File: config.mk
export PLATFORM = sky130hd
export DESIGN_NAME = sef_front
export DESIGN_NICKNAME = d
export VERILOG_FILES = /design/src/core/sef_pkg.sv /design/src/core/sef_front.sv /design/src/core/sef_id_mem.sv /design/src/core/sef_sync.sv
export SDC_FILE = /design/constraint.sdc
export NUM_CORES = 1
export LEC_CHECK = 0
export ABC_AREA = 1
export BUFFER_PORTS_ARGS = -buffer_cell sky130_fd_sc_hd__buf_2
export CAP_MARGIN = 20
export CORE_UTILIZATION = 50
export DETAILED_ROUTE_END_ITERATION = 16
export PLACE_DENSITY = 0.66
export RECOVER_POWER = 25
export SYNTH_ARGS = -nofsm -noshare
export SYNTH_HDL_FRONTEND = slang
export SYNTH_SLANG_ARGS = --single-unit
File: constraint.sdc
create_clock -name clk_in -period 2.9 [get_ports clk_in]
set_clock_uncertainty 0.2 [all_clocks]
set_input_delay 0.145 -clock clk_in [delete_from_list [all_inputs] [get_ports clk_in]]
set_output_delay 0.145 -clock clk_in [all_outputs]
set_load 0.02 [all_outputs]
File: src/core/sef_pkg.sv
// Shared constants and types of the serial memory front end
package sef_pkg;

	localparam int REG_AW = 8;
	localparam int REG_DW = 32;

	// Register byte addresses
	localparam logic [7:0] REG_CTRL   = 8'h00;
	localparam logic [7:0] REG_STATUS = 8'h04;
	localparam logic [7:0] REG_RXDATA = 8'h08;
	localparam logic [7:0] REG_TXDATA = 8'h0c;
	localparam logic [7:0] REG_ARADDR = 8'h10;
	localparam logic [7:0] REG_FLAGS  = 8'h14;
	localparam logic [7:0] REG_IDADDR = 8'h18;
	localparam logic [7:0] REG_IDDATA = 8'h1c;
	localparam logic [7:0] REG_IDLOCK = 8'h20;

	// Status field positions
	localparam int ST_BUSY = 0;
	localparam int ST_WEL  = 1;
	localparam int ST_PLO  = 2;
	localparam int ST_PHI  = 3;
	localparam int ST_SWD  = 7;

	// Flags field positions
	localparam int FL_SEL    = 0;
	localparam int FL_PAUSE  = 1;
	localparam int FL_RXFULL = 2;
	localparam int FL_OVRUN  = 3;
	localparam int FL_TXEMPT = 4;
	localparam int FL_APROT  = 5;
	localparam int FL_WPN    = 6;
	localparam int FL_IDLOCK = 7;

	// Control field positions
	localparam int CT_TXEN = 0;

	// Reset and factory values
	localparam logic       NV_SWD_INIT  = 1'b0;
	localparam logic [1:0] NV_PROT_INIT = 2'b00;
	localparam logic       NV_LOCK_INIT = 1'b0;
	localparam logic [7:0] TX_INIT      = 8'hff;

	// Array and page geometry
	localparam int BYTE_BITS   = 8;
	localparam int ARRAY_DEPTH = 32768;
	localparam int ARRAY_AW    = 15;
	localparam int ID_DEPTH    = 64;
	localparam int ID_AW       = 6;

	// Protected region bases
	localparam logic [14:0] PROT_Q_BASE = 15'h6000;
	localparam logic [14:0] PROT_H_BASE = 15'h4000;

	// Reset level of each synchronised pin: select low so a held-low
	// line shows no falling edge after reset
	localparam logic [4:0] PIN_RST = 5'h03;

	typedef struct packed {
		logic sel_n;
		logic sck;
		logic sdi;
		logic pause_n;
		logic wprot_n;
	} sef_pins_t;

	typedef struct packed {
		logic       swd;
		logic [1:0] prot;
		logic       write_enable_latch;
		logic       busy;
	} sef_stat_t;

endpackage

File: src/core/sef_front.sv
// Serial memory front end: pin sampling, selection, pause, shifting
`timescale 1ns/100ps
`default_nettype none
module sef_front
	import sef_pkg::*;
#(
	parameter bit ID_PAGE_EN = 1'b1
) (
	input  wire logic                 clk_in,
	input  wire logic                 resetn_in,
	input  wire logic                 factory_init_in,
	input  wire sef_pkg::sef_pins_t   pins_in,
	output var  logic                 sdo_out,
	output var  logic                 sdo_oe_out,
	output var  logic                 standby_out,
	output var  logic                 active_out,
	input  wire logic [sef_pkg::REG_AW-1:0] addr_in,
	input  wire logic [sef_pkg::REG_DW-1:0] wdata_in,
	input  wire logic                 wr_in,
	input  wire logic                 rd_in,
	output var  logic [sef_pkg::REG_DW-1:0] rdata_out
);
	import sef_pkg::*;

	generate
		if (ARRAY_DEPTH != (1 << ARRAY_AW)) begin : g_chk_arr
			$error("Array depth and address width disagree");
		end
		if (BYTE_BITS != 8) begin : g_chk_byte
			$error("Shifter serves eight-bit bytes only");
		end
	endgenerate

	// Pin sampling
	sef_pins_t pins_s;
	sef_pins_t pins_q_ff;

	sef_sync #(
		.W   (5),
		.RST (PIN_RST)
	) u_sync (
		.clk_in    (clk_in),
		.resetn_in (resetn_in),
		.d_in      (pins_in),
		.q_out     (pins_s)
	);

	always_ff @(posedge clk_in) begin
		if (!resetn_in) begin
			pins_q_ff <= PIN_RST;
		end else begin
			pins_q_ff <= pins_s;
		end
	end

	// Edge detection on the synchronised lines
	wire sck_rise   = pins_s.sck & ~pins_q_ff.sck;
	wire sck_fall   = ~pins_s.sck & pins_q_ff.sck;
	wire sel_fall   = ~pins_s.sel_n & pins_q_ff.sel_n;
	wire sel_high   = pins_s.sel_n;
	wire pause_fall = ~pins_s.pause_n & pins_q_ff.pause_n;
	wire pause_rise = pins_s.pause_n & ~pins_q_ff.pause_n;

	// Selection and pause state
	logic selected_ff;
	logic paused_ff;

	always_ff @(posedge clk_in) begin
		if (!resetn_in) begin
			selected_ff <= 1'b0;
		end else if (sel_high) begin
			selected_ff <= 1'b0;
		end else if (sel_fall) begin
			selected_ff <= 1'b1;
		end
	end

	wire pause_start = selected_ff & pause_fall & ~pins_s.sck;
	wire pause_end   = pause_rise & ~pins_s.sck;

	always_ff @(posedge clk_in) begin
		if (!resetn_in) begin
			paused_ff <= 1'b0;
		end else if (sel_high || pause_end) begin
			paused_ff <= 1'b0;
		end else if (pause_start) begin
			paused_ff <= 1'b1;
		end
	end

	wire shift_go = selected_ff & ~paused_ff & ~sel_high;

	// Shifter
	logic [2:0] bitcnt_ff;
	logic [7:0] rx_sh_ff;
	logic [7:0] tx_sh_ff;
	logic [7:0] rx_data_ff;
	logic [7:0] tx_hold_ff;
	logic       rx_full_ff;
	logic       ovrun_ff;
	logic       tx_empty_ff;
	logic       sdo_ff;
	logic       tx_en_ff;

	wire       rx_take   = shift_go & sck_rise;
	wire       tx_step   = shift_go & sck_fall;
	wire       byte_done = rx_take & (bitcnt_ff == 3'h7);
	wire       tx_load   = (tx_step & (bitcnt_ff == 3'h0)) | sel_fall;
	wire [7:0] rx_next   = {rx_sh_ff[6:0], pins_s.sdi};

	always_ff @(posedge clk_in) begin
		if (!resetn_in || sel_high) begin
			bitcnt_ff <= 3'h0;
			rx_sh_ff  <= 8'h00;
		end else if (rx_take) begin
			bitcnt_ff <= bitcnt_ff + 3'h1;
			rx_sh_ff  <= rx_next;
		end
	end

	always_ff @(posedge clk_in) begin
		if (!resetn_in) begin
			tx_sh_ff <= TX_INIT;
			sdo_ff   <= 1'b1;
		end else if (tx_load) begin
			tx_sh_ff <= tx_hold_ff;
			sdo_ff   <= tx_hold_ff[7];
		end else if (tx_step) begin
			tx_sh_ff <= {tx_sh_ff[6:0], 1'b0};
			sdo_ff   <= tx_sh_ff[6];
		end
	end

	// Register decode
	wire sel_ctrl   = (addr_in == REG_CTRL);
	wire sel_status = (addr_in == REG_STATUS);
	wire sel_rxdata = (addr_in == REG_RXDATA);
	wire sel_txdata = (addr_in == REG_TXDATA);
	wire sel_araddr = (addr_in == REG_ARADDR);
	wire sel_flags  = (addr_in == REG_FLAGS);
	wire sel_idaddr = (addr_in == REG_IDADDR);
	wire sel_iddata = (addr_in == REG_IDDATA);
	wire sel_idlock = (addr_in == REG_IDLOCK);

	wire wr_ctrl   = wr_in & sel_ctrl;
	wire wr_status = wr_in & sel_status;
	wire wr_txdata = wr_in & sel_txdata;
	wire wr_araddr = wr_in & sel_araddr;
	wire wr_idaddr = wr_in & sel_idaddr;
	wire wr_iddata = wr_in & sel_iddata;
	wire wr_idlock = wr_in & sel_idlock;
	wire rd_rxdata = rd_in & sel_rxdata;

	// Receive data and flags; a hardware set of rx_full wins over a read clear, while a read clears ovrun even as a byte completes
	always_ff @(posedge clk_in) begin
		if (!resetn_in) begin
			rx_data_ff <= 8'h00;
			rx_full_ff <= 1'b0;
			ovrun_ff   <= 1'b0;
		end else begin
			if (byte_done) begin
				rx_data_ff <= rx_next;
			end
			rx_full_ff <= byte_done | (rx_full_ff & ~rd_rxdata);
			ovrun_ff   <= (byte_done & rx_full_ff & ~rd_rxdata) |
			              (ovrun_ff & ~rd_rxdata);
		end
	end

	always_ff @(posedge clk_in) begin
		if (!resetn_in) begin
			tx_hold_ff  <= TX_INIT;
			tx_empty_ff <= 1'b1;
			tx_en_ff    <= 1'b0;
		end else begin
			if (wr_txdata) begin
				tx_hold_ff <= wdata_in[7:0];
			end
			if (wr_ctrl) begin
				tx_en_ff <= wdata_in[CT_TXEN];
			end
			tx_empty_ff <= (tx_load & selected_ff) |
			               (tx_empty_ff & ~wr_txdata);
		end
	end

	// Status: volatile part
	sef_stat_t stat;
	logic      busy_ff;
	logic      wel_ff;
	logic      swd_ff;
	logic [1:0] prot_ff;

	always_ff @(posedge clk_in) begin
		if (!resetn_in) begin
			busy_ff <= 1'b0;
			wel_ff  <= 1'b0;
		end else if (wr_status) begin
			busy_ff <= wdata_in[ST_BUSY];
			wel_ff  <= wdata_in[ST_WEL];
		end
	end

	// Status: non-volatile part, untouched by the power-on reset
	always_ff @(posedge clk_in) begin
		if (factory_init_in) begin
			swd_ff  <= NV_SWD_INIT;
			prot_ff <= NV_PROT_INIT;
		end else if (resetn_in && wr_status) begin
			swd_ff <= wdata_in[ST_SWD];
			if (pins_s.wprot_n) begin
				prot_ff <= wdata_in[ST_PHI:ST_PLO];
			end
		end
	end

	assign stat = '{swd: swd_ff, prot: prot_ff, write_enable_latch: wel_ff,
	                busy: busy_ff};

	// Array address and protected-region check
	logic [ARRAY_AW-1:0] araddr_ff;

	always_ff @(posedge clk_in) begin
		if (!resetn_in) begin
			araddr_ff <= '0;
		end else if (wr_araddr) begin
			araddr_ff <= wdata_in[ARRAY_AW-1:0];
		end
	end

	wire addr_prot = (stat.prot == 2'h3) |
	                 ((stat.prot == 2'h2) & (araddr_ff >= PROT_H_BASE)) |
	                 ((stat.prot == 2'h1) & (araddr_ff >= PROT_Q_BASE));

	// Identification page
	logic [ID_AW-1:0] idaddr_ff;
	logic             idlock_ff;
	logic [7:0]       id_q;

	always_ff @(posedge clk_in) begin
		if (!resetn_in) begin
			idaddr_ff <= '0;
		end else if (wr_idaddr) begin
			idaddr_ff <= wdata_in[ID_AW-1:0];
		end
	end

	always_ff @(posedge clk_in) begin
		if (factory_init_in) begin
			idlock_ff <= NV_LOCK_INIT;
		end else if (resetn_in && wr_idlock && wdata_in[0]) begin
			idlock_ff <= 1'b1;
		end
	end

	wire id_we = wr_iddata & ~idlock_ff & ID_PAGE_EN & resetn_in;

	sef_id_mem #(
		.DEPTH (ID_DEPTH),
		.AW    (ID_AW),
		.W     (BYTE_BITS)
	) u_idmem (
		.clk_in    (clk_in),
		.we_in     (id_we),
		.waddr_in  (idaddr_ff),
		.wdata_in  (wdata_in[7:0]),
		.raddr_in  (idaddr_ff),
		.rdata_out (id_q)
	);

	// Read multiplexer
	logic [7:0] flags;
	logic [7:0] stat_byte;
	logic [REG_DW-1:0] rd_mux;

	always_comb begin
		flags             = 8'h00;
		flags[FL_SEL]     = selected_ff;
		flags[FL_PAUSE]   = paused_ff;
		flags[FL_RXFULL]  = rx_full_ff;
		flags[FL_OVRUN]   = ovrun_ff;
		flags[FL_TXEMPT]  = tx_empty_ff;
		flags[FL_APROT]   = addr_prot;
		flags[FL_WPN]     = pins_s.wprot_n;
		flags[FL_IDLOCK]  = idlock_ff;
		stat_byte         = 8'h00;
		stat_byte[ST_BUSY] = stat.busy;
		stat_byte[ST_WEL]  = stat.write_enable_latch;
		stat_byte[ST_PHI:ST_PLO] = stat.prot;
		stat_byte[ST_SWD]  = stat.swd;
	end

	always_comb begin
		rd_mux = '0;
		unique case (1'b1)
			sel_ctrl:   rd_mux[0] = tx_en_ff;
			sel_status: rd_mux[7:0] = stat_byte;
			sel_rxdata: rd_mux[7:0] = rx_data_ff;
			sel_txdata: rd_mux[7:0] = tx_hold_ff;
			sel_araddr: rd_mux[ARRAY_AW-1:0] = araddr_ff;
			sel_flags:  rd_mux[7:0] = flags;
			sel_idaddr: rd_mux[ID_AW-1:0] = idaddr_ff;
			sel_iddata: rd_mux[7:0] = ID_PAGE_EN ? id_q : 8'h00;
			sel_idlock: rd_mux[0] = idlock_ff;
			default:    rd_mux = '0;
		endcase
	end

	// Registered outputs
	always_ff @(posedge clk_in) begin
		if (!resetn_in) begin
			rdata_out   <= '0;
			sdo_out     <= 1'b1;
			sdo_oe_out  <= 1'b0;
			standby_out <= 1'b1;
			active_out  <= 1'b0;
		end else begin
			rdata_out   <= rd_in ? rd_mux : '0;
			sdo_out     <= sdo_ff;
			sdo_oe_out  <= shift_go & tx_en_ff;
			standby_out <= ~selected_ff & ~busy_ff;
			active_out  <= selected_ff;
		end
	end
endmodule
`default_nettype wire

File: src/core/sef_id_mem.sv
// Identification page store with registered read data
`timescale 1ns/100ps
`default_nettype none
module sef_id_mem #(
	parameter int DEPTH = 64,
	parameter int AW    = 6,
	parameter int W     = 8
) (
	input  wire logic          clk_in,
	input  wire logic          we_in,
	input  wire logic [AW-1:0] waddr_in,
	input  wire logic [W-1:0]  wdata_in,
	input  wire logic [AW-1:0] raddr_in,
	output var  logic [W-1:0]  rdata_out
);
	logic [W-1:0] mem [DEPTH];

	generate
		if (DEPTH > (1 << AW)) begin : g_chk
			$error("Depth exceeds address range");
		end
	endgenerate

	always_ff @(posedge clk_in) begin
		if (we_in) begin
			mem[waddr_in] <= wdata_in;
		end
		rdata_out <= mem[raddr_in];
	end
endmodule
`default_nettype wire

File: src/core/sef_sync.sv
// Two-stage synchroniser, one per bit
`timescale 1ns/100ps
`default_nettype none
module sef_sync #(
	parameter int              W   = 5,
	parameter logic [W-1:0]    RST = '0
) (
	input  wire logic          clk_in,
	input  wire logic          resetn_in,
	input  wire logic [W-1:0]  d_in,
	output var  logic [W-1:0]  q_out
);
	logic [W-1:0] meta_ff;

	generate
		for (genvar i = 0; i < W; i++) begin : g_bit
			always_ff @(posedge clk_in) begin
				if (!resetn_in) begin
					meta_ff[i] <= RST[i];
					q_out[i]   <= RST[i];
				end else begin
					meta_ff[i] <= d_in[i];
					q_out[i]   <= meta_ff[i];
				end
			end
		end
	endgenerate
endmodule
`default_nettype wire

==> metrics.txt, run 1 <==
initial antenna violation count=1; Syn Area/Cell=9.58 sq um; share of cells above drive strength 1=0.101; port bufs=51; Critical Path Fanout Max=65; Slew @ Worst Pin=1550 ps; router iterations before antenna repair=5; storage element area=17500 sq um; switching part of the total power=0.202; tightest hold margin=92.0 ps; Top-Level Pins=86; Cell Area, Synth=25900 sq um; Power Total=17.8 mW; Post-DRT Antenna Nets=0; Die Area=52800 sq um; Tot GR Track Use=0.241; Initial Util=0.505; synth-to-layout area growth=15.6%; CTS Buf Count=61; DRC errors left=0; failing checks=max-capacitance violations, max-slew violations; Final Core Density=0.584; post-synthesis sequential area ratio=0.676; leakage=12.6 nW; grt total ovfl=0; vias in the first global route=18072; crit path launch type=input port; DR vias=18258; clock latency at the later pin of the worst-skew pair=630 ps; switching power=3.59 mW; clock buffer depth=3; RSZ-0062 raised after global routing=no; Max Clk Rate=0.377 GHz; Reg power frac=0.543; Mapped Cells=2705; multi-input logic area=7460 sq um; ant diodes=0; # fillers=4321; row cnt=83; final hold vios=0; worst vdd ir=0.000869 V; largest net degree at the start of global routing=81; WL final=62600 um; PwrDens=592 nW/um^2; Slew Limit Fails=91; post-DP HPWL=39100 um; WS Path Type=in2reg; relative slew slack=-0.0357; H-tree depth=2; critical path data arrival time=3030 ps; Max Cap Violations=2; routed len/inst=17.3 um; power share of the combinational group=0.020; total negative slack=0 ps; Horiz. Die Dim=230 um; clock-pin slew on the worst setup and hold paths=70 ps; Final setup violation count=0; synth warn=0; #FFs+latches synth=619; gpl congestion=0.903; core area=51300 sq um; Die H=230 um; fin nets=2933; clock share of power=0.438; status=finished with violations; crit share post-route=0.915; clock root cell=clkbuf_16; post-layout min period=2650 ps; CP Capture Type=register; postcts setup bufs=0; Synth cell types=29; Avg Vias per Cell=5.06; first-pass GRT wire length=98400 um; Critical Path RT=3280 ps; Internal=14.2 mW; hold crit path type=in2reg; 1st-iter DRT viols=1538; CTS tree=built; clock sink total=619
per-stage QoR:
stage	setup slack, ps	cells	area [sq um]
2_1_floorplan	669	2721	26000
3_3_place_gp	422	3445	27600
3_5_place_dp	375	3445	27600
4_1_cts	187	3611	30100
5_1_grt	114	3611	30000
6_report	247	3611	30000
sequential cells by signal (all words and copies together) (netlist names), 2 cells and up:
signal             flops
bitcnt_ff              3
rx_sh_ff               7
u_idmem.rdata_out      8
tx_sh_ff               7
u_sync.meta_ff         5
araddr_ff             15
pins_q_ff              3
idaddr_ff              6
rx_data_ff             8
tx_hold_ff             8
u_sync.q_out           5
prot_ff                2
rdata_out             15
u_idmem.mem          512
Yosys cell counts, drive strengths merged:
library cell | n | area share
nand2 | 1484 | 0.21
edfxtp | 512 | 0.59
nor2 | 153 | 0.023
dfxtp | 107 | 0.083
inv | 104 | 0.015
buf | 70 | 0.015
o21ai | 62 | 0.012
clkbuf | 61 | 0.0088
a21oi | 46 | 0.0089
nand3 | 38 | 0.0073
o211ai | 22 | 0.0064
nor3 | 16 | 0.0049
or2 | 14 | 0.0034
a211oi | 3 | 0.00087
clkinv | 3 | 0.00043
ha | 3 | 0.0014
nand4 | 3 | 0.00072
a22oi | 1 | 0.00029
conb | 1 | 0.00014
nand3b | 1 | 0.00029
nor4 | 1 | 0.00082
final timing paths:
check                           cells past startpoint                           end  slack [ps]                          from
worst max-delay path                               11       rdata_out[0]$_SDFF_PN0_         250                     resetn_in
worst min-delay path                                3           swd_ff$_SDFFE_PP0P_          90               factory_init_in
worst max register to register                      5  u_idmem.mem[24][2]$_DFFE_PP_         340     idaddr_ff[2]$_SDFFE_PN0P_
worst min register to register                      2    u_sync.q_out[2]$_SDFF_PN0_         220  u_sync.meta_ff[2]$_SDFF_PN0_
routing by layer:
layer	global-route usage	vias to the layer above	part of all wire
met1	0.326	8568	0.44
met2	0.405	551	0.48
li1	-	9044	-
met3	0.0348	95	0.057
met4	0.0658	0	0.021
met5	0	-	0
cell usage in the layout (no fill, tap or decap), types with 44 or more instances in the layout:
cell           instances
o21ai_0               62
a21oi_1               46
dlygate4sd3_1         52
edfxtp_1             512
buf_4                108
dfxtp_1              104
nor2_1               147
inv_1                100
nand2_1             1483
clkbuf_16             64
buf_2                 44
power groups by stage:
stage | clock network, mW | logic (mW) | registers, mW
floorplan | 0 | 0.120 | 9.82
global placement | 0 | 0.313 | 9.82
detailed placement | 0 | 0.320 | 9.82
CTS | 7.90 | 0.366 | 9.63
global route | 8.23 | 0.384 | 9.63
finish | 7.77 | 0.351 | 9.63
cell families after synthesis:
logic type / after synthesis / share of synthesized area
fa+ha+maj: 3 / 0.00145
flops: 619 / 0.676
simple gates: 1710 / 0.255
buf+inv: 238 / 0.0391
other cells: 1 / 0.000145
compound gates: 134 / 0.0284
worst max-delay path, stage by stage:
cell,delay (ps)
dlygate4sd3_1,520
buf_2,120
buf_6,370
nand2_1,230
inv_1,180
nand4_1,120
dlygate4sd3_1,580
nand3_1,90
dlygate4sd3_1,560
nand2_1,60
inv_1,50
layout make-up:
class                      count  share of cell area
clock inverter                38             0.00990
sequential                   619               0.585
timing repair buffer         227              0.0584
multi-input combinational   1864               0.249
inverter                     107              0.0136
clock buffer                  76              0.0560
tap                          680              0.0284
timing repair:
action,CTS,global route
gates resized for setup,0,1
hold buffers,52,0
endpoints found under the hold margin,272,0
endpoints found under the setup margin,0,1
No activity file was read; power rests on OpenSTA's default activity.
==> inputs of run 2 (changes only) <==
- clock period: 2.9 -> 2.5 ns (I/O delays scaled with it)
==> metrics.txt, run 2 (synthesis results as in run 1) <==
crit share post-route=0.940; hold path depth=3 (unchanged); WS Path Type=in2reg; DRC errors left=0 (unchanged); clock root cell=clkbuf_16; first-pass GRT wire length=101000 um (+2.3%); router iterations before antenna repair=6 (+1); post-DP HPWL=40000 um (+2.3%); synth-to-layout area growth=17.4%; fin nets=2960 (+0.92%); Horiz. Die Dim=230 um (unchanged); final hold vios=0 (unchanged); gpl congestion=0.921 (+2.1%); Post-DRT Antenna Nets=0 (unchanged); most frequent cells in the layout=nand2_1 (1483), edfxtp_1 (512), nor2_1 (147), buf_4 (127), dfxtp_1 (104); power share of the combinational group=0.020 (about the same); Die Area=52800 sq um (unchanged); grt total ovfl=0 (unchanged); Power Total=21.3 mW (+20%); Max Cap Violations=0 (-2); clock latency at the later pin of the worst-skew pair=600 ps (-30 ps); Critical Path RT=2840 ps (-440 ps); RSZ-0062 raised after global routing=no; relative slew slack=0.0205 (+0.0563); Initial Util=0.505 (unchanged); H-tree depth=3 (+1); critical path data arrival time=2690 ps (-340 ps); status=completed; core area=51300 sq um (unchanged); PwrDens=700 nW/um^2 (+18%); Tot GR Track Use=0.248 (+0.00727); switching part of the total power=0.200 (-0.00277); CTS tree=built; Critical Path Fanout Max=65 (unchanged); clock-pin slew on the worst setup and hold paths=60 ps (about the same); CTS Buf Count=66 (+8.2%); routed len/inst=17.7 um (+2.3%); Critical R2R Capture=u_idmem.mem[58][0]$_DFFE_PP_; switching power=4.26 mW (+18%); CP Capture Type=register; port bufs=51 (unchanged); Internal=17.1 mW (+21%); Die H=230 um (unchanged); Worst R2R Path Depth=5 (unchanged); Slew Limit Fails=0 (-100%); Avg Vias per Cell=5.09 (+0.74%); clock sink total=619 (unchanged); row cnt=83 (unchanged); commonest non-fill, non-tap cell in the layout=nand2_1; Worst R2R Setup Slack=240 ps (-100 ps); Top-Level Pins=86 (unchanged); worst vdd ir=0.000553 V (-36%); Final setup violation count=0 (unchanged); hold crit path type=in2reg; ant diodes=0 (unchanged); share of cells above drive strength 1=0.111 (+0.00978); vias in the first global route=18068 (-0.022%); crit path launch type=input port; Hold Path Origin=factory_init_in; 1st-iter DRT viols=1703 (+11%); Reg with most FFs=u_idmem.mem; R2R Path Start=idaddr_ff[3]$_SDFFE_PN0P_; Largest register FFs=512 (unchanged); WL final=64600 um (+3.2%); leakage=12.8 nW (+1.6%); total negative slack=0 ps (unchanged); post-layout min period=2350 ps; Top Registers=u_idmem.mem (512), araddr_ff (15), rdata_out (15); Slew @ Worst Pin=1470 ps (-84.4 ps); initial antenna violation count=0 (-1); largest net degree at the start of global routing=76 (-6.2%); Hold Path Sink=idlock_ff$_SDFFE_PP0P_; Max Clk Rate=0.425 GHz; clock buffer depth=3 (unchanged); DR vias=18545 (+1.6%); clock share of power=0.456 (+0.018); Reg power frac=0.524 (-0.019)
==> run 2: cell count changes in the layout (fill, tap and decap cells not counted), sizes merged <==
cell | previous run | this run
bufinv | 4 | 1
clkbuf | 92 | 115
inv | 106 | 103
buf | 159 | 181
dlygate4sd3 | 52 | 51
clkinvlp | 1 | 7
clkinv | 34 | 20
==> run 2: routing by layer <==
layer  routed length [um]  track usage  vias to the layer above
met2                31200        0.412                      571
met4                 1710       0.0778                        0
met1                28000        0.335                     8761
met5                    0            0                        -
met3                 3700       0.0387                      114
li1                     -            -                     9099
==> run 2: final cells by class <==
type / instances / area, sq um
Tap cell: 680 / 851
Timing Repair inverter: 1 / 5.00
Clock inverter: 23 / 146
Sequential cell: 619 / 17500
Inverter: 107 / 412
Timing Repair Buffer: 248 / 1980
Multi-Input combinational cell: 1864 / 7470
Fill cell: 4241 / 20900
Clock buffer: 99 / 2050
==> run 2: power groups by stage <==
stage               logic (mW)  registers (mW)  clock network, mW
detailed placement       0.385            11.4                  0
CTS                      0.441            11.2               9.87
global placement         0.374            11.4                  0
global route             0.465            11.2               10.3
floorplan                0.139            11.4                  0
finish                   0.428            11.2               9.72
==> run 2: what timing repair did <==
action | 4_1_cts | 5_1_grt
setup endpoints to repair | 0 | 7
hold buffers | 51 | 0
gates resized for setup | 0 | 5
endpoints found under the hold margin | 271 | 0
setup buffers | 0 | 6
==> run 2: how the worst max path moves through the flow <==
stage | startpoint | endpoint | slack, ps | depth (start not counted)
after global routing | addr_in[1] | tx_empty_ff$_SDFF_PN1_ | 30 | 9
after floorplan | idaddr_ff[5]$_SDFFE_PN0P_ | u_idmem.mem[0][0]$_DFFE_PP_ | 270 | 4
after global placement | addr_in[5] | u_idmem.mem[34][3]$_DFFE_PP_ | 350 | 11
final | resetn_in | rdata_out[0]$_SDFF_PN0_ | 150 | 10
after CTS | addr_in[1] | araddr_ff[11]$_SDFFE_PN0P_ | 140 | 11
after detailed placement | addr_in[5] | u_idmem.mem[14][6]$_DFFE_PP_ | 290 | 11
==> run 2: stage by stage <==
step	utilization	cells	instance area, sq um	setup WS (ps)	hold slack [ps]
finish	0.593	3641	30400	149	114
floorplan	-	2721	26000	269	-5.93
global placement	0.541	3461	27700	352	109
CTS	0.594	3634	30500	140	64.3
detailed placement	0.541	3461	27700	289	114
global route	0.593	3641	30400	25.9	95.4
==> run 2: worst max-delay path, cell delays in order <==
cell	delay, ps
dlygate4sd3_1	520
clkbuf_1	120
buf_4	530
nand2_1	300
inv_1	190
nand4_1	120
dlygate4sd3_1	580
nand3_1	80
nand2_1	50
inv_1	50
==> inputs of run 3 (changes only) <==
- MAX_ROUTING_LAYER: not set -> met4
==> metrics.txt, run 3 (synthesis results as in run 1) <==
status=finished with violations; failing checks=max-capacitance violations; tightest hold margin=108 ps (-6.87 ps); Slew Limit Fails=0 (unchanged); Horiz. Die Dim=230 um (unchanged); router iterations before antenna repair=6 (unchanged); hold crit path type=in2reg; vias in the first global route=17880 (-1.0%); worst slack at placement=270 ps (-19.2 ps); synth-to-layout area growth=17.1%; commonest non-fill, non-tap cell in the layout=nand2_1; PwrDens=694 nW/um^2 (-0.92%); critical path data arrival time=2650 ps (-40 ps); most frequent cells in the layout=nand2_1 (1483), edfxtp_1 (512), nor2_1 (147), buf_4 (124), dfxtp_1 (104); Post-DRT Antenna Nets=0 (unchanged); Critical Path RT=2810 ps (-30 ps); storage element area=17500 sq um (unchanged); # fillers=4285 (+1.0%); final hold vios=0 (unchanged); leakage=12.8 nW (-0.33%); crit path from=addr_in[1]; critical path depth in cells=11 (+1); Slew @ Worst Pin=1490 ps (+25.1 ps); multi-input logic area=7470 sq um (about the same); CTS tree=built; core area=51300 sq um (unchanged); ant diodes=0 (unchanged); worst vdd ir=0.000713 V (+29%); port bufs=51 (unchanged); share of cells above drive strength 1=0.107 (-0.00451); post-layout min period=2340 ps (-8.55 ps); Max Cap Violations=1 (+1); initial antenna violation count=0 (unchanged); Initial Util=0.505 (unchanged); WS Path Type=in2reg; Top Registers=u_idmem.mem (512), araddr_ff (15), rdata_out (15); Reg with most FFs=u_idmem.mem; Max Clk Rate=0.427 GHz (+0.37%); Largest stage delay, worst path=600 ps (+20 ps); grt total ovfl=0 (unchanged); DR vias=18548 (+0.016%); R2R Path Start=idaddr_ff[5]$_SDFFE_PN0P_; Tot GR Track Use=0.252 (+0.00429); placed cell areas=27800 sq um (about the same); DRC errors left=0 (unchanged); gpl congestion=0.903 (-2.0%); CP Capture Type=register; clock-pin slew on the worst setup and hold paths=60 ps (about the same); critical path capture point=araddr_ff[14]$_SDFFE_PN0P_; clock root cell=clkbuf_16; setup slack after layout=158 ps (+8.55 ps); Die Area=52800 sq um (unchanged); Top-Level Pins=86 (unchanged); largest net degree at the start of global routing=81 (+6.6%); post-DP HPWL=39900 um (-0.15%); WL final=64300 um (-0.43%); CTS Buf Count=61 (-7.6%); Die H=230 um (unchanged); Worst R2R Path Depth=5 (unchanged); critical path's top delay family=buffers and inverters; clock sink total=619 (unchanged); Critical Path Fanout Max=12 (-82%); routed len/inst=17.7 um (-0.27%); Design Area, Final=30400 sq um (-0.26%); Largest register FFs=512 (unchanged); Avg Vias per Cell=5.10 (+0.18%); clock buffer depth=3 (unchanged); Worst R2R Setup Slack=270 ps (+30 ps); relative slew slack=0.00382 (-0.0167); crit path launch type=input port; Buf/Inv on CP=5 (-1); crit share post-route=0.937 (-0.00342); H-tree depth=2 (-1); row cnt=83 (unchanged); Critical R2R Capture=u_idmem.mem[34][2]$_DFFE_PP_; Worst path slowest cell=dlygate4sd3_1; Final setup violation count=0 (unchanged); 1st-iter DRT viols=1616 (-5.1%); crit path cell chain=dlygate4sd3_1, buf_2, nor2_1, nand2_1, nor2_4, inv_2, nor2_2, clkinvlp_4, o21ai_0, dlygate4sd3_1, a21oi_1; cell mode on critical path=dlygate4sd3_1; clock latency at the later pin of the worst-skew pair=630 ps (+30 ps); fin nets=2955 (-0.17%); first-pass GRT wire length=100000 um (-0.63%)
-- run 3: cell types whose count changed in the layout (fill, tap and decap cells not counted), moves of 3 or more --
| cell | before | now |
|---|---|---|
| bufinv_16 | 1 | 8 |
| clkbuf_8 | 10 | 3 |
| clkinv_2 | 13 | 10 |
| clkbuf_16 | 74 | 65 |
| clkinv_1 | 7 | 19 |
| clkbuf_1 | 26 | 21 |
| buf_4 | 127 | 124 |
-- run 3: area by class of cell --
class                      instances  share of cell area
tap                              680              0.0280
multi-input combinational       1864               0.246
clock buffer                      77              0.0561
clock inverter                    39              0.0128
inverter                         107              0.0136
timing repair buffer             249              0.0662
sequential                       619               0.577
-- run 3: worst register-to-register path: stages, from the launching register on --
cell and delay [ps]:
dfxtp_1 460, inv_1 180, nor3_2 360, inv_1 260, nor2_1 270, buf_4 210
-- run 3: worst min-delay path by stage --
stage	from	endpoint	slack [ps]	cells past startpoint
6_report	factory_init_in	idlock_ff$_SDFFE_PP0P_	110	3
5_1_grt	factory_init_in	idlock_ff$_SDFFE_PP0P_	70	3
2_1_floorplan	factory_init_in	idlock_ff$_SDFFE_PP0P_	-6	1
3_3_place_gp	pins_in[3]	u_sync.meta_ff[3]$_SDFF_PN0_	110	3
3_5_place_dp	pins_in[2]	u_sync.meta_ff[2]$_SDFF_PN0_	120	3
4_1_cts	factory_init_in	idlock_ff$_SDFFE_PP0P_	50	3
-- run 3: routing by layer --
metal / GRT usage / vias up / wire length [um]
met5: - / - / 0
met4: 0.0646 / 0 / 1350
met3: 0.0330 / 101 / 3720
met2: 0.416 / 551 / 31200
met1: 0.331 / 8806 / 28000
li1: - / 9090 / -
-- run 3: power by group --
group	total (mW)	internal, mW	switching, mW
combinational	0.428	0.117	0.310
sequential	11.2	11.2	0.00853
clock	9.47	5.62	3.85
-- run 3: timing repair --
action,4_1_cts,5_1_grt
gates resized for setup,0,3
setup buffers,0,7
hold buffers,52,0
hold endpoints to repair,385,0
setup endpoints to repair,0,5
-- run 3: per-stage QoR --
| step | TNS (ps) | total power, mW | utilization | std cells |
|---|---|---|---|---|
| 2_1_floorplan | 0 | 11.5 | - | 2721 |
| 3_3_place_gp | 0 | 11.8 | 0.541 | 3460 |
| 3_5_place_dp | 0 | 11.8 | 0.541 | 3460 |
| 4_1_cts | 0 | 21.2 | 0.592 | 3628 |
| 5_1_grt | -21.9 | 21.6 | 0.592 | 3635 |
| 6_report | 0 | 21.1 | 0.592 | 3635 |
